<file path="src/logic/cssw_pkg.sv">
// Shared constants, types and register map of the core clock select and switch block.
package cssw_pkg;

	// ==========================================================================
	// Register offsets on the plain register port
	// ==========================================================================
	localparam int ADDR_W = 4;
	localparam logic [3:0] OFF_CLKMD = 4'h0;
	localparam logic [3:0] OFF_TRIM = 4'h1;
	localparam logic [3:0] OFF_STATUS = 4'h2;
	localparam logic [3:0] OFF_MISC = 4'h3;

	// ==========================================================================
	// Clock mode register fields and codes
	// ==========================================================================
	localparam int CLKMD_SLOW_EN_BIT = 2;
	localparam int CLKMD_DIVSEL_BIT = 3;
	localparam int CLKMD_FAST_EN_BIT = 4;
	localparam int CLKMD_MODE_LSB = 5;
	localparam logic [2:0] MODE_SLOW = 3'h7;
	localparam logic [2:0] MODE_DIV32 = 3'h3;
	localparam logic [2:0] MODE_DIV8 = 3'h1;
	localparam logic [2:0] MODE_DIV4_16 = 3'h0;
	localparam logic [7:0] CLKMD_FAST_DIV4 = 8'h14;
	localparam logic [7:0] CLKMD_FAST_DIV8 = 8'h3C;
	localparam logic [7:0] CLKMD_FAST_DIV16 = 8'h1C;
	localparam logic [7:0] CLKMD_FAST_DIV32 = 8'h7C;
	localparam logic [7:0] CLKMD_SLOW = 8'hE4;
	localparam logic [7:0] CLKMD_RST_SLOW_BOOT = 8'hF4;
	localparam logic [7:0] CLKMD_RST_FAST_BOOT = 8'hD4;

	// Half period of the divided fast clock, in fast oscillator edges, minus one.
	localparam logic [4:0] HALF_DIV4 = 5'h01;
	localparam logic [4:0] HALF_DIV8 = 5'h03;
	localparam logic [4:0] HALF_DIV16 = 5'h07;
	localparam logic [4:0] HALF_DIV32 = 5'h0F;
	localparam logic [4:0] HALF_DIV64 = 5'h1F;

	// ==========================================================================
	// Trim, misc and status fields
	// ==========================================================================
	localparam logic [7:0] TRIM_RST = 8'h80;
	localparam int MISC_WDT_EN_BIT = 0;
	localparam int MISC_PIN5_OUT_BIT = 1;
	localparam int STAT_SLOW_BIT = 0;
	localparam int STAT_PENDING_BIT = 1;
	localparam int STAT_DEAD_BIT = 2;
	localparam int STAT_CAL_BIT = 3;

	// ==========================================================================
	// Types
	// ==========================================================================
	typedef enum logic [2:0] {
		CAL_OFF = 3'h0,
		CAL_DIV4 = 3'h1,
		CAL_DIV8 = 3'h2,
		CAL_DIV16 = 3'h3,
		CAL_DIV32 = 3'h4,
		CAL_SLOW = 3'h5
	} cssw_cal_t;

	typedef enum logic [1:0] {
		ST_RUN = 2'b01,
		ST_SWITCH = 2'b10
	} cssw_state_t;

	typedef struct packed {
		logic [ADDR_W-1:0] addr;
		logic [7:0] wdata;
		logic we;
		logic re;
	} cssw_bus_req_t;

	typedef struct packed {
		logic slow;
		logic [4:0] half;
	} cssw_sel_t;

	typedef struct packed {
		cssw_state_t fsm;
		logic [7:0] clkmd;
		logic [7:0] trim;
		logic wdt_en;
		logic pin5_in;
		logic calibrated;
		cssw_sel_t cur;
		logic [4:0] cnt;
		logic div_clk;
		logic core;
		logic [7:0] rdata;
	} cssw_core_t;

endpackage
</file>
<file path="src/logic/cssw_clock_switch.sv">
// Core clock source select, divider and glitch-free switch with its register file.
//
// The implementer's own choices: the register offsets and strobed register access.
`timescale 1ns/1ps
module cssw_clock_switch
	import cssw_pkg::*;
#(
	parameter int TRIM_W = 8
) (
	input wire logic sys_clk_i,
	input wire logic srst_i,
	input wire cssw_bus_req_t bus_req_i,
	output logic [7:0] bus_rdata_o,
	input wire cssw_cal_t cal_opt_i,
	input wire logic boot_fast_opt_i,
	input wire logic fast_rc_osc_i,
	input wire logic slow_rc_osc_i,
	output logic core_clock_o,
	output logic fast_rc_osc_en_o,
	output logic slow_rc_osc_en_o,
	output logic ultra_slow_rc_osc_en_o,
	output logic [TRIM_W-1:0] fast_rc_trim_o,
	output logic wdt_en_o,
	output logic port_a_pin5_input_o,
	output logic calibrated_o
);
	// ==========================================================================
	// Elaboration checks
	// ==========================================================================
	if (TRIM_W < 1 || TRIM_W > 8) begin : g_bad_trim
		$error("TRIM_W must lie between 1 and 8.");
	end

	// ==========================================================================
	// Mode decode
	// ==========================================================================
	// Codes outside the documented set fall back to the slowest fast divider.
	function automatic cssw_sel_t decode_mode(input logic [7:0] m);
		cssw_sel_t s;
		s.slow = 1'b0;
		s.half = HALF_DIV64;
		case (m[CLKMD_MODE_LSB +: 3])
			MODE_SLOW: s.slow = 1'b1;
			MODE_DIV32: s.half = HALF_DIV32;
			MODE_DIV8: s.half = HALF_DIV8;
			MODE_DIV4_16: s.half = m[CLKMD_DIVSEL_BIT] ? HALF_DIV16 : HALF_DIV4;
			default: s.half = HALF_DIV64;
		endcase
		return s;
	endfunction

	function automatic logic [7:0] boot_mode(input cssw_cal_t c, input logic fast_opt);
		logic [7:0] m;
		m = CLKMD_RST_SLOW_BOOT;
		case (c)
			CAL_DIV4: m = CLKMD_FAST_DIV4;
			CAL_DIV8: m = CLKMD_FAST_DIV8;
			CAL_DIV16: m = CLKMD_FAST_DIV16;
			CAL_DIV32: m = CLKMD_FAST_DIV32;
			CAL_SLOW: m = CLKMD_SLOW;
			default: m = fast_opt ? CLKMD_RST_FAST_BOOT : CLKMD_RST_SLOW_BOOT;
		endcase
		return m;
	endfunction

	// ==========================================================================
	// Oscillator synchronisers
	// ==========================================================================
	// Oscillators are sampled by the system clock, so the fast one must stay
	// well below half the system rate; the divided output inherits that jitter.
	logic fast_lvl;
	logic fast_rise;
	logic slow_lvl;

	cssw_osc_sync u_fast_sync (
		.sys_clk_i(sys_clk_i),
		.srst_i(srst_i),
		.osc_i(fast_rc_osc_i),
		.level_o(fast_lvl),
		.rise_o(fast_rise)
	);

	cssw_osc_sync u_slow_sync (
		.sys_clk_i(sys_clk_i),
		.srst_i(srst_i),
		.osc_i(slow_rc_osc_i),
		.level_o(slow_lvl),
		.rise_o()
	);

	// ==========================================================================
	// State update
	// ==========================================================================
	cssw_core_t q, d;
	cssw_sel_t want;
	logic [7:0] boot_md;
	logic dead;
	logic src_lvl;

	assign boot_md = boot_mode(cal_opt_i, boot_fast_opt_i);

	always_comb begin
		d = q;
		d.rdata = 8'h00;
		want = decode_mode(q.clkmd);
		// A disabled active oscillator freezes the core clock; the block shows it.
		dead = q.cur.slow ? ~q.clkmd[CLKMD_SLOW_EN_BIT] : ~q.clkmd[CLKMD_FAST_EN_BIT];
		// Only the two oscillators can reach the core clock.
		src_lvl = q.cur.slow ? slow_lvl : q.div_clk;

		// Register writes.
		if (bus_req_i.we) begin
			case (bus_req_i.addr)
				OFF_CLKMD: d.clkmd = bus_req_i.wdata;
				OFF_TRIM: d.trim = bus_req_i.wdata;
				OFF_MISC: begin
					d.wdt_en = bus_req_i.wdata[MISC_WDT_EN_BIT];
					d.pin5_in = ~bus_req_i.wdata[MISC_PIN5_OUT_BIT];
				end
				default: d.rdata = 8'h00;
			endcase
		end

		// Register reads, answered in the following cycle only.
		if (bus_req_i.re) begin
			case (bus_req_i.addr)
				OFF_CLKMD: d.rdata = q.clkmd;
				OFF_TRIM: d.rdata = q.trim;
				OFF_STATUS: begin
					d.rdata[STAT_SLOW_BIT] = q.cur.slow;
					d.rdata[STAT_PENDING_BIT] = (q.fsm == ST_SWITCH);
					d.rdata[STAT_DEAD_BIT] = dead;
					d.rdata[STAT_CAL_BIT] = q.calibrated;
				end
				OFF_MISC: begin
					d.rdata[MISC_WDT_EN_BIT] = q.wdt_en;
					d.rdata[MISC_PIN5_OUT_BIT] = ~q.pin5_in;
				end
				default: d.rdata = 8'h00;
			endcase
		end

		// Fast divider: toggles after half of the selected ratio in fast edges.
		if (fast_rise) begin
			if (q.cnt >= q.cur.half) begin
				d.cnt = 5'h00;
				d.div_clk = ~q.div_clk;
			end else begin
				d.cnt = q.cnt + 5'h01;
			end
		end

		// Switch sequencer.
		case (q.fsm)
			ST_RUN: begin
				d.core = src_lvl;
				if (want != q.cur) begin
					d.fsm = ST_SWITCH;
				end
			end
			ST_SWITCH: begin
				// Follow the old source until it is low, then park low so the
				// old high phase is never cut short.
				d.core = q.core ? src_lvl : 1'b0;
				if (want == q.cur) begin
					d.fsm = ST_RUN;
				end else if (!q.core && (!want.slow || !slow_lvl)) begin
					// A new fast ratio starts from a fresh low half period.
					d.cur = want;
					d.cnt = 5'h00;
					d.div_clk = 1'b0;
					d.fsm = ST_RUN;
				end
			end
			default: begin
				d.fsm = ST_RUN;
				d.core = 1'b0;
			end
		endcase
	end

	always_ff @(posedge sys_clk_i) begin
		if (srst_i) begin
			q.fsm <= ST_RUN;
			q.clkmd <= boot_md;
			q.trim <= TRIM_RST;
			q.wdt_en <= (cal_opt_i == CAL_OFF);
			q.pin5_in <= 1'b1;
			q.calibrated <= (cal_opt_i != CAL_OFF);
			q.cur <= decode_mode(boot_md);
			q.cnt <= 5'h00;
			q.div_clk <= 1'b0;
			q.core <= 1'b0;
			q.rdata <= 8'h00;
		end else begin
			q <= d;
		end
	end

	// ==========================================================================
	// Outputs
	// ==========================================================================
	assign bus_rdata_o = q.rdata;
	assign core_clock_o = q.core;
	assign fast_rc_osc_en_o = q.clkmd[CLKMD_FAST_EN_BIT];
	assign slow_rc_osc_en_o = q.clkmd[CLKMD_SLOW_EN_BIT];
	assign ultra_slow_rc_osc_en_o = 1'b1;
	assign fast_rc_trim_o = q.trim[TRIM_W-1:0];
	assign wdt_en_o = q.wdt_en;
	assign port_a_pin5_input_o = q.pin5_in;
	assign calibrated_o = q.calibrated;

endmodule

</file>
<file path="src/logic/cssw_osc_sync.sv">
// Two-stage synchroniser with rising-edge pulse for one oscillator input.
`timescale 1ns/1ps
module cssw_osc_sync (
	input wire logic sys_clk_i,
	input wire logic srst_i,
	input wire logic osc_i,
	output logic level_o,
	output logic rise_o
);
	// ==========================================================================
	// State
	// ==========================================================================
	typedef struct packed {
		logic [2:0] sh;
	} cssw_sync_t;

	cssw_sync_t q, d;

	// Stage zero is read only by stage one; all logic looks at later stages.
	always_comb begin
		d = q;
		d.sh = {q.sh[1:0], osc_i};
	end

	always_ff @(posedge sys_clk_i) begin
		if (srst_i) begin
			q <= '0;
		end else begin
			q <= d;
		end
	end

	assign level_o = q.sh[1];
	assign rise_o = q.sh[1] & ~q.sh[2];

endmodule

</file>
<file path="config.mk">
export PLATFORM = sky130hd
export DESIGN_NAME = cssw_clock_switch
export DESIGN_NICKNAME = d
export VERILOG_FILES = /design/src/logic/cssw_pkg.sv /design/src/logic/cssw_clock_switch.sv /design/src/logic/cssw_osc_sync.sv
export SDC_FILE = /design/constraint.sdc
export NUM_CORES = 1
export LEC_CHECK = 0
export ABC_AREA = 1
export ABC_CLOCK_PERIOD_IN_PS = 2300
export BUFFER_PORTS_ARGS = -buffer_cell sky130_fd_sc_hd__buf_2
export CAP_MARGIN = 10
export CORE_MARGIN = 2
export CORE_UTILIZATION = 45
export DETAILED_ROUTE_END_ITERATION = 6
export PLACE_DENSITY = 0.71
export SYNTH_ARGS = -nofsm -noshare
export SYNTH_HDL_FRONTEND = slang
export SYNTH_SLANG_ARGS = --single-unit
</file>
<file path="constraint.sdc">
create_clock -name sys_clk_i -period 2.3 [get_ports sys_clk_i]
set_input_delay 0.46 -clock sys_clk_i [delete_from_list [all_inputs] [get_ports sys_clk_i]]
set_output_delay 0.46 -clock sys_clk_i [all_outputs]
set_load 0.005 [all_outputs]
</file>
==> flow_summary.json, run 1 <==
{
  "hold_violations": 0,
  "ys_seq_area_frac": 0.448,
  "crit_fanout": 8,
  "layout.nets": 372,
  "tightestPinTransition_ps": 992,
  "r2r_cells": 9,
  "ff_latch_area_um2": 1100,
  "grt_pass1_wl_um": 8800,
  "antenna_cells": 0,
  "maxCapViolCount": 0,
  "die_y_um": 77.9,
  "ff2ff_setup_slack_ps": 500,
  "cts_made_buffers": 5,
  "period_share": 0.784,
  "nFillCells": 495,
  "drc_errors": 0,
  "synth_seq_cells": 47,
  "multi_input_area_um2": 1010,
  "fin_util": 0.527,
  "skew_ps": 7.99,
  "yosysUniqueCellTypes": 34,
  "coreArea_um2": 5170,
  "power.density_nw_per_um2": 653,
  "min_path_type": "primary input to flip-flop",
  "syn_nets": 343,
  "area_delta_synth_final_pct": 11.0,
  "num_vias": 2021,
  "synth_area_per_cell_um2": 7.85,
  "initial_core_util": 0.475,
  "hold_buffers": 0,
  "synth_cells": 313,
  "routabilityCongestion": 0.830,
  "clock_latency_ps": 300,
  "cts_resized": 0,
  "hpwl_um": 4010,
  "synth.area.top_cells": "dfxtp_1, edfxtp_1, nand2_1",
  "yosys_warnings": 0,
  "status": "finished clean",
  "antenna_found_initial": 0,
  "drv_slew": 0,
  "arrival_ps": 1800,
  "setup_violations": 0,
  "tns_ps": 0,
  "async_reset_ff_frac": 0,
  "ioPinCount": 45,
  "startpoint_type": "flip-flop",
  "grt_pass1_vias": 1943,
  "fin_hold_ws_ps": 361,
  "dieArea_um2": 6070,
  "synthesis.area_um2": 2460,
  "wl_per_cell_um": 12.5,
  "portBuffers": 43,
  "die_x_um": 77.9,
  "rsz0062_at_grt": "false",
  "drtPass1Iterations": 5,
  "critPathRequiredTime_ps": 2300,
  "total_power_mw": 1.78,
  "clk_pin_slew_ps": 90,
  "cts-root-buf": "clkbuf_8",
  "grt_usage": 0.182,
  "crit_end": "q[20]",
  "reg2reg_from": "q[37]",
  "criticalPathCategory": "flip-flop to flip-flop",
  "final_cell_mix": "nand2_1, inv_1, buf_2",
  "synth_top_area_cell": "dfxtp_1",
  "cp-startpoint": "q[37]",
  "cts_setup_buffers": 0,
  "ir_worst_vdd_mv": 0.291,
  "wirelength_um": 5170,
  "period_minus_slack_ps": 1800,
  "layout-drive-gt1-share": 0.201,
  "slew_headroom": 0.332,
  "synth_top_area_share": 0.253,
  "regToRegEndpoint": "q[20]",
  "routed_via_density": 4.89,
  "endpoint_kind": "flip-flop",
  "row_count": 26,
  "antenna_left": 0,
  "cts_sinks": 47,
  "clockBufferDepth": 2,
  "synth_ff_type": "dfxtp_1",
  "gr-total-overflow": 0,
  "drtIter0Drc": 164,
  "synth-edff-count": 16,
  "h-tree-depth": 2,
  "fmax_mhz": 555,
  "cts_tree": "done",
  "p_leak_nw": 1.30,
  "grt_max_degree": 19,
  "final_common_cell": "nand2_1"
}
power breakdown:
group	total [mW]	internal (mW)	switching (mW)	leakage, nW
Combinational	0.237	0.0857	0.151	0.835
Sequential	0.941	0.907	0.0336	0.410
Clock	0.605	0.324	0.280	0.0514
Total	1.78	1.32	0.465	1.30
registers in the layout (all words and copies together) (netlist names):
name / flops
bus_rdata_o: 8
calibrated_o: 1
core_clock_o: 1
fast_rc_osc_en_o: 1
fast_rc_trim_o: 8
port_a_pin5_input_o: 1
q: 20
slow_rc_osc_en_o: 1
u_fast_sync.q: 3
u_slow_sync.q: 2
wdt_en_o: 1
how the worst min path moves through the flow:
stage	from	end	slack (ps)	cells after the start
2_1_floorplan	u_fast_sync.q[0]	u_fast_sync.q[1]	390	2
3_3_place_gp	u_fast_sync.q[0]	u_fast_sync.q[1]	390	2
3_5_place_dp	u_fast_sync.q[0]	u_fast_sync.q[1]	400	2
4_1_cts	slow_rc_osc_i	u_slow_sync.q[0]	360	3
5_1_grt	fast_rc_osc_i	u_fast_sync.q[0]	380	3
6_report	slow_rc_osc_i	u_slow_sync.q[0]	360	3
synth_stat cells, types with 2 or more instances:
cell	count
ha_1	8
nand2_2	5
nand3_1	21
xor2_1	3
edfxtp_1	16
o211ai_1	2
nor2_1	29
nand4_1	6
dfxtp_1	31
nand2_1	61
buf_4	17
buf_2	3
a21oi_1	18
nand3_2	3
clkbuf_1	3
o21ai_0	16
nor2_2	5
inv_1	49
nor3_1	2
worst max-delay path, cell delays in order (launching register included):
cell and delay [ps]:
edfxtp_1 530, nor2_2 180, nand2_2 70, nand2_2 100, nand2_2 60, nand2_1 70, nand2_2 60, nand3_2 110
nand3_4 110, nand2_2 200
per-layer routing:
| metal | wire [um] | GRT usage | share of wire | up-vias |
|---|---|---|---|---|
| li1 | - | - | - | 1050 |
| met1 | 2480 | 0.261 | 0.48 | 897 |
| met2 | 2310 | 0.274 | 0.45 | 68 |
| met3 | 317 | 0.0337 | 0.061 | 6 |
| met4 | 65 | 0.0614 | 0.013 | 0 |
| met5 | 0 | 0 | 0 | - |
per-stage QoR:
step	std cells	cell area [um^2]	worst slack (ps)
2_1_floorplan	313	2460	490
3_3_place_gp	405	2620	208
3_5_place_dp	405	2620	213
4_1_cts	413	2730	483
5_1_grt	413	2730	326
6_report	413	2730	497
logic make-up (layout without fill, tap and decap cells):
group | after synthesis | in the layout | synth area share
DFF | 47 | 47 | 0.448
and+or+nand+nor | 137 | 137 | 0.257
adders and majority gates | 8 | 8 | 0.0407
buffers and inverters | 73 | 103 | 0.142
other | 1 | 1 | 0.00153
xor gates and xnor gates | 3 | 3 | 0.0107
AOI/OAI and AO/OA | 44 | 44 | 0.0998
layout make-up:
type,count,share of cell area
Clock buffer,6,0.0266
Clock inverter,2,0.0138
Timing Repair Buffer,46,0.0872
Tap cell,70,0.0321
Inverter,49,0.0674
Sequential cell,47,0.404
Multi-Input combinational cell,193,0.369
No activity file was read; power rests on OpenSTA's default activity.
==> run 2, diff against run 1 <==
ABC_CLOCK_PERIOD_IN_PS = 1840   (was 2300)
clock period = 1.84 ns   (was 2.3 ns; I/O delays follow)
==> run 2 against run 1 <==
Core utilization increased by 1.9 points. Clock skew increased by 7.5 ps. Cell count increased by 1.9%. Clock power increased by 25%. Setup slack got worse by 390 ps. Critical endpoint is now q[16]. Largest cell class unchanged.
==> flow_summary.json, run 2 (synthesis results as in run 1) <==
{
  "grt_pass1_wl_um": 8620,
  "num_vias": 2025,
  "drtIter0Drc": 125,
  "gr-total-overflow": 0,
  "wirelength_um": 5200,
  "ir_worst_vdd_mv": 0.430,
  "die_x_um": 77.9,
  "startpoint_type": "flip-flop",
  "crit_end": "q[16]",
  "drc_errors": 0,
  "r2r_cells": 11,
  "ff_latch_area_um2": 1100,
  "power.density_nw_per_um2": 800,
  "tns_ps": 0,
  "drtPass1Iterations": 4,
  "antenna_found_initial": 0,
  "clk_pin_slew_ps": 90,
  "initial_core_util": 0.475,
  "layout.nets": 380,
  "grt_max_degree": 19,
  "period_share": 0.944,
  "regToRegEndpoint": "q[16]",
  "fin_util": 0.546,
  "clockBufferDepth": 2,
  "row_count": 26,
  "reg2reg_from": "q[37]",
  "cts_sinks": 47,
  "fmax_mhz": 576,
  "rsz0062_at_grt": "false",
  "h-tree-depth": 2,
  "coreArea_um2": 5170,
  "cts_tree": "done",
  "antenna_cells": 0,
  "final_cell_mix": "nand2_1, inv_1, buf_2",
  "dieArea_um2": 6070,
  "hold_violations": 0,
  "final_common_cell": "nand2_1",
  "min_path_cells": 3,
  "layout-drive-gt1-share": 0.231,
  "p_leak_nw": 1.34,
  "largest_reg_flops": 20,
  "ff2ff_setup_slack_ps": 100,
  "grt_usage": 0.181,
  "status": "finished clean",
  "portBuffers": 43,
  "drv_slew": 0,
  "antenna_left": 0,
  "cts_made_buffers": 5,
  "area_delta_synth_final_pct": 15.0,
  "nFillCells": 513,
  "skew_ps": 15.5,
  "period_minus_slack_ps": 1740,
  "cp-startpoint": "q[37]",
  "critPathRequiredTime_ps": 1890,
  "hpwl_um": 4010,
  "multi_input_area_um2": 1040,
  "criticalPathCategory": "flip-flop to flip-flop",
  "routabilityCongestion": 0.845,
  "ioPinCount": 45,
  "maxCapViolCount": 0,
  "grt_pass1_vias": 1883,
  "endpoint_kind": "flip-flop",
  "setup_violations": 0,
  "crit_fanout": 8,
  "arrival_ps": 1790,
  "cts-root-buf": "clkbuf_8",
  "regMostFlops": "q",
  "routed_via_density": 4.81,
  "min_path_type": "primary input to flip-flop",
  "clock_latency_ps": 300,
  "wl_per_cell_um": 12.4,
  "die_y_um": 77.9
}
## run 2: changes by cell type in the layout (fill, tap and decap cells not counted), sizes merged
cell | previous run | this run
buf | 46 | 54
## run 2: area by class of cell
type                            instances  share of cell area
Sequential cell                        47               0.390
Multi-Input combinational cell        193               0.369
Timing Repair Buffer                   54               0.107
Inverter                               49              0.0651
Tap cell                               70              0.0310
Clock buffer                            6              0.0257
Clock inverter                          2              0.0133
## run 2: how the worst min path moves through the flow
stage / startpoint / end
final: slow_rc_osc_i / u_slow_sync.q[0]
after global routing: slow_rc_osc_i / u_slow_sync.q[0]
after CTS: slow_rc_osc_i / u_slow_sync.q[0]
after detailed placement: u_fast_sync.q[0] / u_fast_sync.q[1]
after global placement: u_fast_sync.q[0] / u_fast_sync.q[1]
after floorplan: u_fast_sync.q[0] / u_fast_sync.q[1]
## run 2: what timing repair did
item / CTS / global route
hold buffers: 0 / 0
resized for setup: 0 / 10
endpoints found under the setup margin: 0 / 7
buffers inserted: 0 / 2
## run 2: worst max-delay path, cell delays in order (launching register included)
cell	delay (ps)
edfxtp_1	510
buf_6	170
nand3_4	80
nand2_4	70
nand2_2	70
nand2_2	60
nor2_4	130
nand3_4	110
nand3_4	110
nor2_4	70
nand2_1	70
nand2_1	40
## run 2: power by group
part / total, mW / switching [mW] / internal (mW) / leakage [nW]
logic: 0.333 / 0.208 / 0.126 / 0.877
clock network: 0.755 / 0.350 / 0.406 / 0.0514
registers: 1.17 / 0.0395 / 1.13 / 0.410
total: 2.26 / 0.597 / 1.66 / 1.34
## run 2: per-layer routing
| metal | part of all wire | GRT usage |
|---|---|---|
| met5 | 0 | 0 |
| met3 | 0.068 | 0.0430 |
| met1 | 0.48 | 0.254 |
| met2 | 0.44 | 0.271 |
| met4 | 0.0065 | 0.0684 |
## run 2: metrics by stage
| stage | hold WS [ps] | power (mW) | area (um^2) | setup slack, ps | cells |
|---|---|---|---|---|---|
| final | 275 | 2.26 | 2830 | 104 | 421 |
| after floorplan | 388 | 1.40 | 2460 | 122 | 313 |
| after global routing | 260 | 2.36 | 2830 | 2.40 | 421 |
| after detailed placement | 398 | 1.50 | 2660 | 93.0 | 411 |
| after CTS | 262 | 2.25 | 2770 | 73.4 | 419 |
| after global placement | 389 | 1.50 | 2660 | 149 | 411 |
==> run 3, diff against run 2 <==
--- a/config.mk
+++ b/config.mk
@@ -11,7 +11,7 @@
 export CAP_MARGIN = 10
 export CORE_MARGIN = 2
-export CORE_UTILIZATION = 45
+export CORE_UTILIZATION = 40
 export DETAILED_ROUTE_END_ITERATION = 6
-export PLACE_DENSITY = 0.71
+export PLACE_DENSITY = 0.65
 export SYNTH_ARGS = -nofsm -noshare
 export SYNTH_HDL_FRONTEND = slang
==> constraint.sdc (replaced) <==
create_clock -name sys_clk_i -period 1.84 [get_ports sys_clk_i]
set_input_delay 0.092 -clock sys_clk_i [delete_from_list [all_inputs] [get_ports sys_clk_i]]
set_output_delay 0.092 -clock sys_clk_i [all_outputs]
set_load 0.005 [all_outputs]
==> run 3 against run 2 <==
Core utilization down 6.8 points. Critical path depth did not move. Fmax fell by 0.76%. Combinational power grew 2%. Total power fell by 3.6%. Setup slack got worse by 13 ps. Register-to-register slack about the same. Critical path type unchanged.
==> flow_summary.json, run 3 (synthesis results as in run 1) <==
{
  "arrival_ps": 1800,
  "power.share.combinational": 0.156,
  "hold_violations": 0,
  "cp-startpoint": "q[37]",
  "routabilityCongestion": 0.802,
  "antenna_cells": 0,
  "clockBufferDepth": 2,
  "grt_pass1_wl_um": 8630,
  "ioPinCount": 45,
  "drc_errors": 0,
  "regMostFlops": "q",
  "fin_hold_ws_ps": 27.4,
  "power.density_nw_per_um2": 770,
  "setup_violations": 0,
  "die_y_um": 82.4,
  "cts_tree": "done",
  "fmax_mhz": 572,
  "final_common_cell": "nand2_1",
  "drtIter0Drc": 91,
  "drtPass1Iterations": 4,
  "cp_common_cell": "nand3_4",
  "crit_fanout": 7,
  "gr-total-overflow": 0,
  "grt_usage": 0.170,
  "h-tree-depth": 2,
  "switchingPower_mw": 0.611,
  "max_stage_delay_ps": 510,
  "grt_pass1_vias": 1840,
  "grt_max_degree": 19,
  "slowest_stage": "edfxtp_1",
  "dp_slack_ps": 89.4,
  "clock_latency_ps": 300,
  "worst_slack_ps": 90.6,
  "p_sw_frac": 0.280,
  "cts-root-buf": "clkbuf_8",
  "power.share.clock": 0.306,
  "routed_via_density": 4.81,
  "num_vias": 2051,
  "path_cells": "buf_6 > nand3_4 > nand2_4 > nand2_2 > nand2_2 > nor2_4 > nand3_4 > nand3_4 > nor2_4 > nand2_1 > nand2_1",
  "skew_ps": 11.8,
  "coreArea_um2": 5920,
  "period_minus_slack_ps": 1750,
  "dpl_cell_area_um2": 2650,
  "cts_made_buffers": 5,
  "die_x_um": 82.4,
  "reg2reg_from": "q[37]",
  "endpoint_kind": "flip-flop",
  "startpoint_type": "flip-flop",
  "initial_core_util": 0.415,
  "antenna_found_initial": 0,
  "p_leak_nw": 1.33,
  "final_area_um2": 2830,
  "hpwl_um": 4100,
  "total_power_mw": 2.18,
  "tns_ps": 0,
  "final_cell_mix": "nand2_1, inv_1, buf_2",
  "p_int_mw": 1.57,
  "hp-start": "bus_req_i[9]",
  "row_count": 28,
  "ir_worst_vdd_mv": 0.364,
  "status": "finished clean",
  "rsz0062_at_grt": "true",
  "critPathRequiredTime_ps": 1900,
  "dieArea_um2": 6790,
  "antenna_left": 0,
  "clk_pin_slew_ps": 90,
  "min_path_type": "primary input to flip-flop",
  "period_share": 0.951,
  "maxCapViolCount": 0,
  "cts_sinks": 47,
  "wirelength_um": 5300,
  "layout.nets": 380,
  "portBuffers": 43,
  "largest_reg_flops": 20,
  "criticalPathCategory": "flip-flop to flip-flop",
  "drv_slew": 0,
  "layout-drive-gt1-share": 0.228,
  "area_delta_synth_final_pct": 15.2,
  "wl_per_cell_um": 12.4,
  "pwr-share-seq": 0.538
}
-- run 3: cell count changes in the layout (fill, tap and decap cells not counted), sizes merged --
cell	before	now
clkinv	0	1
bufinv	1	0
dlygate4sd3	0	3
buf	54	51
-- run 3: metrics by stage --
stage          std cells   util
6_report             426  0.478
5_1_grt              426  0.478
4_1_cts              424  0.469
3_5_place_dp         413  0.447
3_3_place_gp         413  0.447
2_1_floorplan        313      -
-- run 3: layer usage --
layer  part of all wire  track usage  up-vias
met5                  0            0        -
met4              0.016       0.0700        0
met3              0.040       0.0304        5
met2               0.44        0.244       50
met1               0.50        0.250      922
li1                   -            -     1074
-- run 3: cell type report --
cell class	count	area (um^2)
sequential	47	1100
timing repair buffer	54	309
clock buffer	6	82.6
clock inverter	2	16.3
fill	610	3090
multi-input combinational	193	1040
tap	75	93.8
inverter	49	184
-- run 3: timing repair --
item / CTS / global route
gates resized for setup: 0 / 11
endpoints found under the hold margin: 3 / 0
buffers inserted: 0 / 2
hold buffers: 3 / 0
endpoints found under the setup margin: 0 / 15
-- run 3: path summary, 6_finish.rpt --
| path | slack, ps | cells after the start | to |
|---|---|---|---|
| setup / recovery | 90 | 11 | q[19] |
| hold reg to reg | 400 | 2 | u_fast_sync.q[1] |
| hold / removal | 30 | 3 | fast_rc_trim_o[7] |
| setup reg to reg | 90 | 11 | q[19] |
-- run 3: worst max-delay path, delay by kind of cell, from the launching register on --
family / cells / cell delay [ps]
AND/OR/NAND/NOR: 10 / 790
flip-flops: 1 / 510
buffers and inverters: 1 / 180
-- run 3: power groups by stage --
stage | Sequential (mW) | Clock [mW] | Combinational, mW
2_1_floorplan | 1.18 | 0 | 0.220
3_5_place_dp | 1.20 | 0 | 0.304
5_1_grt | 1.18 | 0.720 | 0.386
3_3_place_gp | 1.20 | 0 | 0.299
4_1_cts | 1.17 | 0.698 | 0.310
6_report | 1.17 | 0.667 | 0.340
